File: src/shared/uart_autobaud_regs.svh
// Register map, field positions, reset values and timing counts for autobaud/wake
// Functional notes
// - Autobaud enable starts calibration, receiver held idle
// - Count starts on first rise after start
// - Time 55h sync, end on fifth rise
// - Leave divisor, clear enable, set receive flag
// - Divisor pair always one 16-bit counter
// - Counter runs at base clock over the rate-select divide
// - Rate select: /512, /128, /128, /32
// - Counter starts at one; software subtracts one
// - With wake set, measure character after break
// - Overflow flag set when count passes 16 bits
// - After overflow keep counting until fifth rise
// - Overflow stays set while enable still set
// - Wake enable holds receiver idle, watching line
// - Falling edge is wake event, sets flag
// - Rising edge ends break, clears wake enable
// - Non-zero character: first low time wakes
// - Sleep stops rate generator; only wake active
`ifndef UART_AUTOBAUD_REGS_SVH
`define UART_AUTOBAUD_REGS_SVH

// Register byte offsets
`define OFF_CTRL     8'h00
`define OFF_DIV      8'h04
`define OFF_STAT     8'h08
`define OFF_RXD      8'h0C

// Control register fields
`define CTRL_ABE     0
`define CTRL_WUE     1
`define CTRL_WIDE    2
`define CTRL_HS      3
`define CTRL_OVF     4

// Status register fields
`define STAT_RXF     0
`define STAT_IDLE    1

// Divisor field
`define DIV_MSB      15
`define DIV_START    16'h0001
`define DIV_ONES     16'hFFFF

// Prescale terminal counts for the autobaud clock
`define PRE_SLOW     9'h1FF
`define PRE_MID      9'h07F
`define PRE_FAST     9'h01F

// Edge bookkeeping
`define EDGE_FIRST   3'h1
`define EDGE_LAST    3'h4

// Idle level of the serial line and the all-zero bus word
`define LINE_IDLE    1'b1
`define WORD_ZERO    32'h0000_0000

`endif

File: src/shared/uart_autobaud_pkg.sv
// Types shared by the autobaud and wake-on-break logic
package uart_autobaud_pkg;

    // Calibration and wake sequencer states, one-hot
    typedef enum logic [5:0] {
        ST_IDLE     = 6'b00_0001,
        ST_WK_WATCH = 6'b00_0010,
        ST_WK_LOW   = 6'b00_0100,
        ST_AB_START = 6'b00_1000,
        ST_AB_FIRST = 6'b01_0000,
        ST_AB_MEAS  = 6'b10_0000
    } seq_state_t;

    // APB request from the master
    typedef struct packed {
        logic        psel;
        logic        penable;
        logic        pwrite;
        logic [7:0]  paddr;
        logic [31:0] pwdata;
    } apb_req_t;

    // APB answer to the master
    typedef struct packed {
        logic [31:0] prdata;
        logic        pready;
        logic        pslverr;
    } apb_rsp_t;

    // Whole state of the block
    typedef struct packed {
        seq_state_t  st;
        logic        abe;
        logic        wake_on_break_enable;
        logic        wide;
        logic        hs;
        logic        ovf;
        logic        rxf;
        logic        hold;
        logic [15:0] div;
        logic [8:0]  pre;
        logic [2:0]  edges;
        apb_rsp_t    rsp;
    } core_t;

    // Reset image of the state
    localparam core_t CORE_RST = '{st: ST_IDLE, default: '0};

endpackage : uart_autobaud_pkg

File: src/rtl/line_edge_sync.sv
// Serial line synchroniser with rising and falling edge pulses
`timescale 1ns/1ps
`include "uart_autobaud_regs.svh"
module line_edge_sync #(
    parameter int SYNC_STAGES = 2   // Flops before the edge detector
) (
    // Clock and reset
    input  wire logic sys_clk,
    input  wire logic sys_rst,
    input  wire logic clk_en,
    // Line in
    input  wire logic line_in,
    // Synchronised level and edges
    output logic      line_s,
    output logic      rise,
    output logic      fall
);

    // Refuse a chain too short to settle metastability
    if (SYNC_STAGES < 2) begin : g_bad_stages
        $error("line_edge_sync: SYNC_STAGES must be at least 2");
    end

    logic [SYNC_STAGES:0] sh_r;    // Chain plus one history flop
    logic [SYNC_STAGES:0] sh_nxt;  // Next chain value

    // Shift the line in; stage 0 feeds only stage 1
    always_comb begin
        sh_nxt = {sh_r[SYNC_STAGES-1:0], line_in};
    end

    // Idle high at reset so no false start is seen
    always_ff @(posedge sys_clk or posedge sys_rst) begin
        if (sys_rst) begin
            sh_r <= {(SYNC_STAGES+1){`LINE_IDLE}};
        end else if (clk_en) begin
            sh_r <= sh_nxt;
        end
    end

    // Edges from settled stages only
    assign line_s = sh_r[SYNC_STAGES-1];
    assign rise   = sh_r[SYNC_STAGES-1] & ~sh_r[SYNC_STAGES];
    assign fall   = ~sh_r[SYNC_STAGES-1] & sh_r[SYNC_STAGES];
endmodule : line_edge_sync

File: src/rtl/uart_autobaud_wake.sv
// Autobaud measurement and wake-on-break logic with APB registers
//
// Register access over APB and the register addresses are this design's own decisions.
`timescale 1ns/1ps
`include "uart_autobaud_regs.svh"
module uart_autobaud_wake
    import uart_autobaud_pkg::*;
(
    // Clock, reset and enable
    input  wire logic     sys_clk,
    input  wire logic     sys_rst,
    input  wire logic     clk_en,
    // APB slave
    input  wire apb_req_t apb_req,
    output apb_rsp_t      apb_rsp,
    // Serial line and power state
    input  wire logic     serial_input_line,
    input  wire logic     sleep_mode,
    // To the receive path
    output logic          receive_flag,
    output logic          rx_hold_idle
);

    core_t      r;        // Registered state
    core_t      n;        // Next state
    logic       line_s;   // Synchronised line level
    logic       rise;     // Line rose
    logic       fall;     // Line fell
    logic       tick;     // Autobaud clock tick
    logic [8:0] pre_lim;  // Prescale terminal count
    logic       carry;    // Divisor overflow carry
    logic       acc;      // APB transfer completes this edge
    logic       wr;       // Completing write
    logic       rd;       // Completing read
    logic       awake;    // Rate generator running

    // Line synchroniser and edge detector
    line_edge_sync #(
        .SYNC_STAGES (2)
    ) u_sync (
        .sys_clk (sys_clk),
        .sys_rst (sys_rst),
        .clk_en  (clk_en),
        .line_in (serial_input_line),
        .line_s  (line_s),
        .rise    (rise),
        .fall    (fall)
    );

    // Transfer qualifiers
    assign acc   = apb_req.psel & apb_req.penable & r.rsp.pready;
    assign wr    = acc & apb_req.pwrite;
    assign rd    = acc & ~apb_req.pwrite;
    assign awake = ~sleep_mode;

    // Autobaud clock select from the rate bits
    always_comb begin
        unique case ({r.wide, r.hs})
            2'b00:   pre_lim = `PRE_SLOW;
            2'b11:   pre_lim = `PRE_FAST;
            default: pre_lim = `PRE_MID;
        endcase
    end

    // Tick once per pre_lim plus one base periods; sleep stops it
    assign tick = awake && (r.st == ST_AB_MEAS) && (r.pre == pre_lim);

    // Next-state logic for registers, sequencer and bus
    always_comb begin
        n     = r;
        carry = 1'b0;

        // Software writes
        if (wr) begin
            case (apb_req.paddr)
                `OFF_CTRL: begin
                    n.abe  = apb_req.pwdata[`CTRL_ABE];
                    n.wake_on_break_enable  = apb_req.pwdata[`CTRL_WUE];
                    n.wide = apb_req.pwdata[`CTRL_WIDE];
                    n.hs   = apb_req.pwdata[`CTRL_HS];
                    // Overflow clears only once enable was already low
                    if (!apb_req.pwdata[`CTRL_OVF] && !r.abe) begin
                        n.ovf = 1'b0;
                    end
                end
                `OFF_DIV: begin
                    n.div = apb_req.pwdata[`DIV_MSB:0];
                end
                default: begin
                    // Read-only or unmapped: no effect
                end
            endcase
        end

        // Reading the data register clears the receive flag
        if (rd && apb_req.paddr == `OFF_RXD) begin
            n.rxf = 1'b0;
        end

        // Prescaler runs only while measuring and awake
        if (r.st == ST_AB_MEAS && awake) begin
            n.pre = tick ? 9'h000 : r.pre + 9'h001;
        end

        // Sequencer; hardware events override software above
        unique case (r.st)
            ST_IDLE: begin
                // Wake first, so measurement falls on the next character
                if (r.wake_on_break_enable) begin
                    n.st = ST_WK_WATCH;
                end else if (r.abe) begin
                    n.st = ST_AB_START;
                end
            end
            ST_WK_WATCH: begin
                // Falling edge is the wake event; works asleep too
                if (!r.wake_on_break_enable) begin
                    n.st = ST_IDLE;
                end else if (fall) begin
                    n.rxf = 1'b1;
                    n.st  = ST_WK_LOW;
                end
            end
            ST_WK_LOW: begin
                // First rise ends the break, whatever the character
                if (!r.wake_on_break_enable) begin
                    n.st = ST_IDLE;
                end else if (rise) begin
                    n.wake_on_break_enable = 1'b0;
                    n.st  = ST_IDLE;
                end
            end
            ST_AB_START: begin
                // Wait for the start bit
                if (!r.abe) begin
                    n.st = ST_IDLE;
                end else if (awake && fall) begin
                    n.st = ST_AB_FIRST;
                end
            end
            ST_AB_FIRST: begin
                // First rise after start: counter loads one
                if (!r.abe) begin
                    n.st = ST_IDLE;
                end else if (awake && rise) begin
                    n.div   = `DIV_START;
                    n.pre   = 9'h000;
                    n.edges = `EDGE_FIRST;
                    n.st    = ST_AB_MEAS;
                end
            end
            ST_AB_MEAS: begin
                if (!r.abe) begin
                    n.st = ST_IDLE;
                end else if (awake) begin
                    // Full 16-bit count regardless of divisor width
                    if (tick) begin
                        {carry, n.div} = {1'b0, r.div} + 17'h0_0001;
                        if (carry) begin
                            n.ovf = 1'b1;
                        end
                    end
                    // Fifth rise closes the sync character
                    if (rise) begin
                        if (r.edges == `EDGE_LAST) begin
                            n.rxf = 1'b1;
                            n.abe = 1'b0;
                            n.st  = ST_IDLE;
                        end else begin
                            n.edges = r.edges + 3'h1;
                        end
                    end
                end
            end
        endcase

        // Receiver held idle while measuring, watching or asleep
        n.hold = n.abe | n.wake_on_break_enable | sleep_mode;

        // APB answer one cycle into the access phase
        n.rsp.pready  = 1'b0;
        n.rsp.pslverr = 1'b0;
        if (apb_req.psel && apb_req.penable && !r.rsp.pready) begin
            n.rsp.pready = 1'b1;
            n.rsp.prdata = `WORD_ZERO;
            case (apb_req.paddr)
                `OFF_CTRL: begin
                    n.rsp.prdata[`CTRL_ABE]  = r.abe;
                    n.rsp.prdata[`CTRL_WUE]  = r.wake_on_break_enable;
                    n.rsp.prdata[`CTRL_WIDE] = r.wide;
                    n.rsp.prdata[`CTRL_HS]   = r.hs;
                    n.rsp.prdata[`CTRL_OVF]  = r.ovf;
                end
                `OFF_DIV: begin
                    n.rsp.prdata[`DIV_MSB:0] = r.div;
                end
                `OFF_STAT: begin
                    n.rsp.prdata[`STAT_RXF]  = r.rxf;
                    n.rsp.prdata[`STAT_IDLE] = !(r.st inside {ST_WK_LOW, ST_AB_FIRST,
                                                              ST_AB_MEAS});
                end
                `OFF_RXD: begin
                    // No character path here; value is discarded
                end
                default: begin
                    n.rsp.pslverr = 1'b1;
                end
            endcase
        end
    end

    // State register; enable low freezes everything
    always_ff @(posedge sys_clk or posedge sys_rst) begin
        if (sys_rst) begin
            r <= CORE_RST;
        end else if (clk_en) begin
            r <= n;
        end
    end

    // Outputs straight from the state register
    assign apb_rsp      = r.rsp;
    assign receive_flag = r.rxf;
    assign rx_hold_idle = r.hold;
endmodule : uart_autobaud_wake

File: config.mk
export PLATFORM = sky130hd
export DESIGN_NAME = uart_autobaud_wake
export DESIGN_NICKNAME = d
export VERILOG_FILES = /design/src/shared/uart_autobaud_pkg.sv /design/src/rtl/line_edge_sync.sv /design/src/rtl/uart_autobaud_wake.sv
export VERILOG_INCLUDE_DIRS = /design/src /design/src/shared
export SDC_FILE = /design/constraint.sdc
export NUM_CORES = 1
export LEC_CHECK = 0
export ABC_AREA = 1
export BUFFER_PORTS_ARGS = -buffer_cell sky130_fd_sc_hd__buf_2
export CAP_MARGIN = 25
export CORE_UTILIZATION = 56
export CTS_CLUSTER_SIZE = 14
export DETAILED_ROUTE_END_ITERATION = 8
export PLACE_DENSITY = 0.92
export SLEW_MARGIN = 10
export SYNTH_ARGS = -nofsm -noshare
export SYNTH_HDL_FRONTEND = slang
export SYNTH_SLANG_ARGS = --single-unit
File: constraint.sdc
create_clock -name sys_clk -period 2 [get_ports sys_clk]
set_clock_uncertainty 0.1 [all_clocks]
set_input_delay 0.1 -clock sys_clk [delete_from_list [all_inputs] [get_ports sys_clk]]
set_output_delay 0.1 -clock sys_clk [all_outputs]
set_load 0.1 [all_outputs]
* After elaboration in Yosys (flattened, before gate mapping)
Cells that the tools add are included.
Operators by class: add/subtract/negate cells 3, equal/unequal tests 26, multiplexer cells 56, bitwise operators 12, reductions and logical operators 21
Operator list (count):
- $mux W16 | 5
- $mux W6 | 11
- $mux W28 | 2
- $pmux W6 S6 | 1
- $pmux W16 S2 | 1
- $mux W9 | 3
- $mux W7 | 3
- $ne A3 B3 Y1 const B | 7
- $pmux W9 S2 | 1
- $add A16 B1 Y17 const B | 1
- $eq A8 B4 Y1 const B | 2
- $mux W1 | 15
- $mux W3 | 4
- $ne A2 B2 Y1 const B | 6
- $pmux W3 S2 | 2
- $mux W11 | 1
- $mux W5 | 2
- $add A9 B1 Y9 const B | 1
- $eq A9 B9 Y1 | 1
- $reduce_and A9 Y1 | 1
- $eq A8 B3 Y1 const B | 1
- $logic_and A1 B1 Y1 | 8
- $logic_not A8 Y1 | 1
- $reduce_and A8 Y1 | 1
- other kinds (23) | 37
Word-level totals: register bits after elaboration 62, input bits 48, logic and storage cells 133

* Longest topological paths before layout
Gate-level depths: netlist of run 1.
depth in word-level cells 12, depth in mapped cells 13, gate-level depth less buffers 13

* Modules after synthesis
A second synthesis of run 1 with hierarchy kept.
Unflattened totals: cell total of the unflattened synthesis 589, area, all modules 4152.7 um^2
By module, submodules not included:
- uart_autobaud_wake | times used 1, cells an instance 571, area an instance 4017.6 um^2
- line_edge_sync | times used 1, cells an instance 18, area an instance 135.1 um^2

* Worst setup path before layout of run 1
OpenSTA, ideal clock, no wires.
path type register to register, start point register r[37] (netlist name), end point register r[48] (netlist name), setup time 0.118 ns, arrival 1.478 ns, setup slack 0.304 ns, stages on the path, launching flop included 12, path buffers 1, period minus slack after synthesis 1.696 ns, cells stage by stage dfrtp_1 -> ha_1 -> nand2_1 -> nor2_1 -> nand3_1 -> nor2_1 -> nand3_2 -> nand2_2 -> nand2_2 -> buf_6 -> a21oi_1 -> nor2_1
Between the ends: cells in the longest elaborated chain, start to end 6
Ends and longest elaborated chain:
- from (decl) | RTL line uart_autobaud_wake.sv:24 | core_t r;
- from (signal assigned) | RTL line uart_autobaud_wake.sv:217 | r <= n;
- $eq A9 B9 Y1 | RTL line uart_autobaud_wake.sv:66 | assign tick = awake && (r.st == ST_AB_MEAS) && (r.pre == pre_lim);
- $logic_and A1 B1 Y1 | RTL line uart_autobaud_wake.sv:66
- $mux W16 | RTL line uart_autobaud_wake.sv:157 | if (tick) begin
- $mux W16 | RTL line uart_autobaud_wake.sv:155 | end else if (awake) begin
- $mux W16 | RTL line uart_autobaud_wake.sv:153 | if (!r.abe) begin
- $pmux W16 S2 | RTL line uart_autobaud_wake.sv:106 | unique case (r.st)
Every way passes these cells. A chain may end at the register's enable or synchronous reset.

* Worst setup path after layout of run 1
start point register r[71] (netlist name), end point register r[52] (netlist name)
Between the ends: cells in the longest elaborated chain, start to end 7, elaborated cells between the ends (all ways) 8
Ends and longest elaborated chain (RTL line):
- $eq A6 B6 Y1 | uart_autobaud_wake.sv:66, uart_autobaud_wake.sv:106
- $logic_and A1 B1 Y1 (2 in series) | uart_autobaud_wake.sv:66
- $mux W16 | uart_autobaud_wake.sv:157
- $mux W16 | uart_autobaud_wake.sv:155
- $mux W16 | uart_autobaud_wake.sv:153
- $pmux W16 S2 * | uart_autobaud_wake.sv:106
Every way passes the cells marked *; elsewhere a longest branch is shown, timed or not.

==> flow_metrics.env, run 1 <==
export IMPL_status="complete, but fails checks"
export IMPL_failed_checks="DRC"
export IMPL_ys_types=40
export IMPL_synth_seq_cells=62
export IMPL_postSynth_asyncResetShare_pct=100.0
export IMPL_final_cells=735
export IMPL_ir_drop_v=0.0006371
export IMPL_clk_latency_ps=350
export IMPL_n_antenna_cell=0
export IMPL_dpl_cell_area_mm2=0.004345
export IMPL_clk_pin_slew_ps=80
export IMPL_report_final_slew_viol_count=0
export IMPL_end_kind="register"
export IMPL_synth_top_flop_cell="dfrtp_1"
export IMPL_finalSetupViolCount=0
export IMPL_fin_area_mm2=0.004740
export IMPL_syn_inst=584
export IMPL_synth_most_common_cell="nand2_1"
export IMPL_cts_sinks=62
export IMPL_track_usage_pct=28.12
export IMPL_dieHeight_um=88.08
export IMPL_tightest_slew_ps=629.9
export IMPL_grt_max_degree=36
export IMPL_hp_class="input port to register"
export IMPL_grt_remaining_overflow=0
export IMPL_power_w=0.005424
export IMPL_pwr_share_clk_pct=27.8
export IMPL_max_slew_margin_pct=57.96
export IMPL_use_met2_pct=45.38
export IMPL_crit_type="register to register"
export IMPL_die_area_mm2=0.007757
export IMPL_start_util_pct=57.51
export IMPL_firstDrtPassIters=7
export IMPL_cellInternalPower_w=0.003113
export IMPL_gp_congestion=0.9301
export IMPL_cp_required_ps=2190
export IMPL_synth_top_area_share_pct=34.98
export IMPL_use_met3_pct=7.540
export IMPL_ys_top_cells_by_count="nand2_1, nor2_1, dfrtp_1"
export IMPL_start_kind="register"
export IMPL_pin_count=84
export IMPL_vias_per_cell=5.461
export IMPL_die_w_um=88.08
export IMPL_row_count=31
export IMPL_comb_power_share_pct=38.1
export IMPL_yosys_top_cells_area="dfrtp_1, nand2_1, nor2_1"
export IMPL_postRouteAntennaNets=0
export IMPL_worst_path_max_fanout=10
export IMPL_synth_seq_area_share_pct=37.52
export IMPL_core_mm2=0.007214
export IMPL_hold_violations=0
export IMPL_synth_top_cell_by_area="dfrtp_1"
export IMPL_placedCellCount=711
export IMPL_syn_avg_cell_area_um2=7.104
export IMPL_final_net_count=683
export IMPL_busiest_layer="met2"
export IMPL_p_sw_share_pct=42.61
export IMPL_grtUsageMet1_pct=35.68
export IMPL_area_growth_pct=14.23
export IMPL_vias=4014
export IMPL_drtIter0Drc=349
export IMPL_wl_per_cell_um=14.27
export IMPL_numCtsBuffers=9
export IMPL_grt_pass1_vias=3706
export IMPL_fin_tns_setup_ps=0
export IMPL_grt_pass1_wl_um=16720
export IMPL_finalCoreUtilization_pct=65.70
export IMPL_drv_cap=0
export IMPL_fmax_mhz=533.7
export IMPL_yosysWarnings=0
export IMPL_critPathArrivalTime_ps=2060
export IMPL_seqPwrFrac_pct=34.1
export IMPL_port_buffers=51
export IMPL_drive_gt1_share_pct=19.50
export IMPL_drt_wl_total_um=10490
export IMPL_fillCellCount=601
export IMPL_clockRootBuffer="clkbuf_8"
export IMPL_dp_hpwl_um=7325
export IMPL_fin_crit_sh_pct=93.69
export IMPL_netlist_area_mm2=0.004149
export IMPL_p_switching_w=0.002311
export IMPL_drc_errors=2
export IMPL_clk_path_buf_depth=2
export IMPL_ctsHtreeMaxLevel=3
export IMPL_p_per_area_mw_per_mm2=1145
export IMPL_synth_edf_count=0
export IMPL_fin_crit_ps=1874
export IMPL_cellLeakagePower_nw=2.363
export IMPL_cts_tree="yes"
export IMPL_antenna_found_initial=0
-- sequential cells by signal, summed over array words and instances (netlist names) --
register	cells
rx_hold_idle	1
receive_flag	1
u_sync.sh_r	3
r	39
apb_rsp	18
-- stage by stage --
step | worst slack [ps] | hold WS (ps)
floorplan | 265.2 | 96.19
global placement | 143.7 | 16.28
detailed placement | 58.13 | 34.54
CTS | 14.98 | 4.317
global route | -0.8444 | 24.51
finish | 126.2 | 15.00
-- cell usage in the layout, fill, tap and decap left out, drive strengths merged, types with 2 or more instances in the layout --
cell type | Yosys | final
a21oi | 24 | 24
buf | 45 | 63
nand4 | 9 | 9
dfstp | 4 | 4
clkbuf | 5 | 9
ha | 4 | 4
nand2 | 156 | 156
conb | 1 | 16
xnor2 | 2 | 2
dlygate4sd3 | 0 | 8
o21ai | 56 | 56
nand3 | 29 | 29
or2 | 4 | 4
clkinv | 0 | 3
inv | 58 | 58
nor2 | 89 | 89
bufinv | 0 | 4
xor2 | 16 | 16
dfrtp | 58 | 58
o31ai | 11 | 11
a31oi | 2 | 2
nor3 | 2 | 2
-- worst max-delay path, cell delays in order (launching register included) --
cell and delay [ps]:
dfrtp_1 440, nor2_4 230, nand3_4 190, nor2_8 190, nand3_2 120, buf_4 190, o21ai_0 190, a21oi_1 60
nor2_1 90
-- repair_timing --
action / in CTS / in global routing
hold buffers: 8 / 0
buffers inserted: 0 / 0
hold endpoints to repair: 23 / 0
setup endpoints to repair: 0 / 24
resized for setup: 0 / 14
-- cell families after synthesis --
kind of cell	synth area share, %
adders and majority gates	1.206
and+or+nand+nor	30.79
buffers and inverters	13.48
xor gates and xnor gates	3.800
other	0.09038
DFF	37.52
AOI/OAI and AO/OA	13.12
-- area by class of cell --
class	instances	area, um2	share of cell area (%)
Tap cell	99	123.9	2.614
Timing Repair Buffer	71	437.9	9.240
Inverter	58	217.7	4.593
Clock buffer	9	123.9	2.614
Clock inverter	7	146.4	3.089
Multi-Input combinational cell	429	2131	44.96
Sequential cell	62	1559	32.89
-- path summary, 6_finish.rpt --
| kind | slack, ps | cells past startpoint | from | to |
|---|---|---|---|---|
| max in group asynchronous | 880 | 5 | sys_rst | r[61]$_DFFE_PP0P_ |
| min in group asynchronous | 190 | 3 | sys_rst | r[45]$_DFFE_PP0P_ |
| worst min-delay path | 10 | 3 | clk_en | u_sync.sh_r[1]$_DFFE_PP1P_ |
| worst max-delay path | 130 | 8 | r[71]$_DFFE_PP0P_ | r[52]$_DFFE_PP0P_ |
| worst min register to register | 380 | 2 | u_sync.sh_r[0]$_DFFE_PP1P_ | u_sync.sh_r[0]$_DFFE_PP1P_ |
| worst max register to register | 130 | 8 | r[71]$_DFFE_PP0P_ | r[52]$_DFFE_PP0P_ |
-- power by group through the flow --
stage / registers (W) / logic, W / clock network (W)
2_1_floorplan: 0.00178 / 0.00166 / 0
3_3_place_gp: 0.00183 / 0.00188 / 0
3_5_place_dp: 0.00185 / 0.00194 / 0
4_1_cts: 0.00183 / 0.00198 / 0.00150
5_1_grt: 0.00188 / 0.00229 / 0.00156
6_report: 0.00185 / 0.00207 / 0.00151
-- metal layers --
layer,share of wire (%),routed length (um),vias to the layer above
li1,-,-,1916
met1,41,4348,1851
met2,48,5040,205
met3,7.3,767,42
met4,3.2,335,0
met5,0,0,-
Power figures use the tool's default switching activity.
==> run 2: changes to the inputs <==
- MAX_ROUTING_LAYER: unset -> met4
==> run 2 against run 1 <==
Effect of this change:
- the flow still finishes with violations (DRC)
- worst hold slack lost 11 ps
- non-clock buffer count grew 1
- sequential power is essentially flat
- final area shrank 0.90%
- global-route usage grew 1.0 points
==> flow_metrics.env, run 2 (synthesized netlist as in run 1, its figures left out) <==
export IMPL_status="complete, but fails checks"
export IMPL_failed_checks="DRC"
export IMPL_hp_class="input port to register"
export IMPL_gp_congestion=0.9493
export IMPL_final_net_count=684
export IMPL_largest_register_ffs=39
export IMPL_drc_errors=2
export IMPL_cp_required_ps=2140
export IMPL_n_antenna_cell=0
export IMPL_fillCellCount=596
export IMPL_clk_pin_slew_ps=70
export IMPL_drive_gt1_share_pct=19.31
export IMPL_final_common_cell="nand2_1"
export IMPL_wl_per_cell_um=14.02
export IMPL_hold_violations=0
export IMPL_ir_drop_v=0.0006673
export IMPL_clockRootBuffer="clkbuf_8"
export IMPL_postRouteAntennaNets=0
export IMPL_numCtsBuffers=9
export IMPL_ctsHtreeMaxLevel=3
export IMPL_max_slew_margin_pct=56.53
export IMPL_fin_tns_setup_ps=0
export IMPL_core_mm2=0.007214
export IMPL_track_usage_pct=29.13
export IMPL_crit_type="register to register"
export IMPL_grt_remaining_overflow=0
export IMPL_fmax_mhz=532.8
export IMPL_grt_pass1_vias=3645
export IMPL_max_flop_register="r"
export IMPL_drtIter0Drc=335
export IMPL_fin_area_mm2=0.004697
export IMPL_vias=4050
export IMPL_pin_count=84
export IMPL_end_kind="register"
export IMPL_dp_hpwl_um=7475
export IMPL_start_kind="register"
export IMPL_grt_max_degree=36
export IMPL_vias_per_cell=5.503
export IMPL_fin_crit_ps=1877
export IMPL_worst_path_max_fanout=10
export IMPL_drt_wl_total_um=10320
export IMPL_p_per_area_mw_per_mm2=1097
export IMPL_critPathArrivalTime_ps=2010
export IMPL_area_growth_pct=13.21
export IMPL_row_count=31
export IMPL_grt_pass1_wl_um=16680
export IMPL_report_final_slew_viol_count=0
export IMPL_drv_cap=0
export IMPL_port_buffers=51
export IMPL_firstDrtPassIters=8
export IMPL_clk_latency_ps=350
export IMPL_cts_tree="yes"
export IMPL_cellLeakagePower_nw=2.348
export IMPL_finalSetupViolCount=0
export IMPL_start_util_pct=57.51
export IMPL_die_area_mm2=0.007757
export IMPL_rsz0062_at_grt="no"
export IMPL_antenna_found_initial=0
export IMPL_tightest_slew_ps=651.4
export IMPL_dpl_cell_area_mm2=0.004353
export IMPL_cts_sinks=62
export IMPL_dieHeight_um=88.08
export IMPL_die_w_um=88.08
export IMPL_mostFrequentLayoutCells="nand2_1, nor2_1, dfrtp_1"
export IMPL_fin_crit_sh_pct=93.85
export IMPL_clk_path_buf_depth=2
==> run 2: changes by cell type in the layout (fill, tap and decap cells not counted), sizes merged <==
| cell | previous run | this run |
|---|---|---|
| buf | 63 | 65 |
| bufinv | 4 | 2 |
| clkinv | 3 | 2 |
| clkinvlp | 0 | 2 |
| dlygate4sd3 | 8 | 7 |
| inv | 58 | 59 |
==> run 2: area by class of cell <==
type	instances	area (um2)	share of cell area [%]
Clock buffer	9	123.9	2.637
Clock inverter	7	97.59	2.078
Tap cell	99	123.9	2.637
Sequential cell	62	1559	33.19
Inverter	58	217.7	4.635
Timing Repair Buffer	72	442.9	9.430
Multi-Input combinational cell	429	2132	45.39
==> run 2: timing repair <==
item,CTS,global route
hold buffers,7,0
resized for setup,1,12
hold endpoints to repair,26,0
endpoints found under the setup margin,1,20
buffers inserted,0,1
==> run 2: where the power goes <==
| part | internal [W] | leakage, nW | switching, W |
|---|---|---|---|
| registers | 0.00151 | 0.759 | 0.000321 |
| clock network | 0.000705 | 0.106 | 0.000550 |
| logic | 0.000649 | 1.48 | 0.00142 |
==> run 2: metrics by stage <==
stage / utilization [%] / std cells / setup slack [ps] / hold WS, ps / total power [W]
after detailed placement: 60.34 / 712 / 31.56 / 26.65 / 0.003783
after floorplan: - / 599 / 265.2 / 96.19 / 0.003448
after CTS: 64.45 / 735 / 22.61 / 3.007 / 0.005060
final: 65.11 / 736 / 123.1 / 3.625 / 0.005154
after global placement: 60.34 / 712 / 146.5 / 19.97 / 0.003705
after global routing: 65.11 / 736 / 17.76 / 22.90 / 0.005460
==> run 2: worst max-delay path: stages (launching register included) <==
cell and delay, ps:
dfstp_2 570, nor2_4 70, nand3_4 170, inv_1 130
nand2_1 80, o21ai_0 100, o21ai_2 230, nand2_2 170
nand2_1 90, o21ai_1 60
==> run 2: metal layers <==
| metal | vias up | global-route usage, % | wire length [um] |
|---|---|---|---|
| li1 | 1922 | - | - |
| met1 | 1873 | 35.97 | 4167 |
| met3 | 32 | 5.561 | 817 |
| met2 | 223 | 47.00 | 5100 |
| met5 | - | - | 0 |
| met4 | 0 | 11.73 | 234 |
==> run 2: path summary, 6_finish.rpt <==
kind	slack (ps)	cells after the start	from	to
min in group asynchronous	190	3	sys_rst	r[43]$_DFFE_PP0P_
max in group asynchronous	920	5	sys_rst	r[51]$_DFFE_PP0P_
worst min-delay path	4	4	apb_req[35]	receive_flag$_DFFE_PP0P_
worst min register to register	380	2	u_sync.sh_r[0]$_DFFE_PP1P_	u_sync.sh_r[0]$_DFFE_PP1P_
worst max register to register	120	9	r[69]$_DFFE_PP1P_	r[70]$_DFFE_PP0P_
worst max-delay path	120	9	r[69]$_DFFE_PP1P_	r[70]$_DFFE_PP0P_
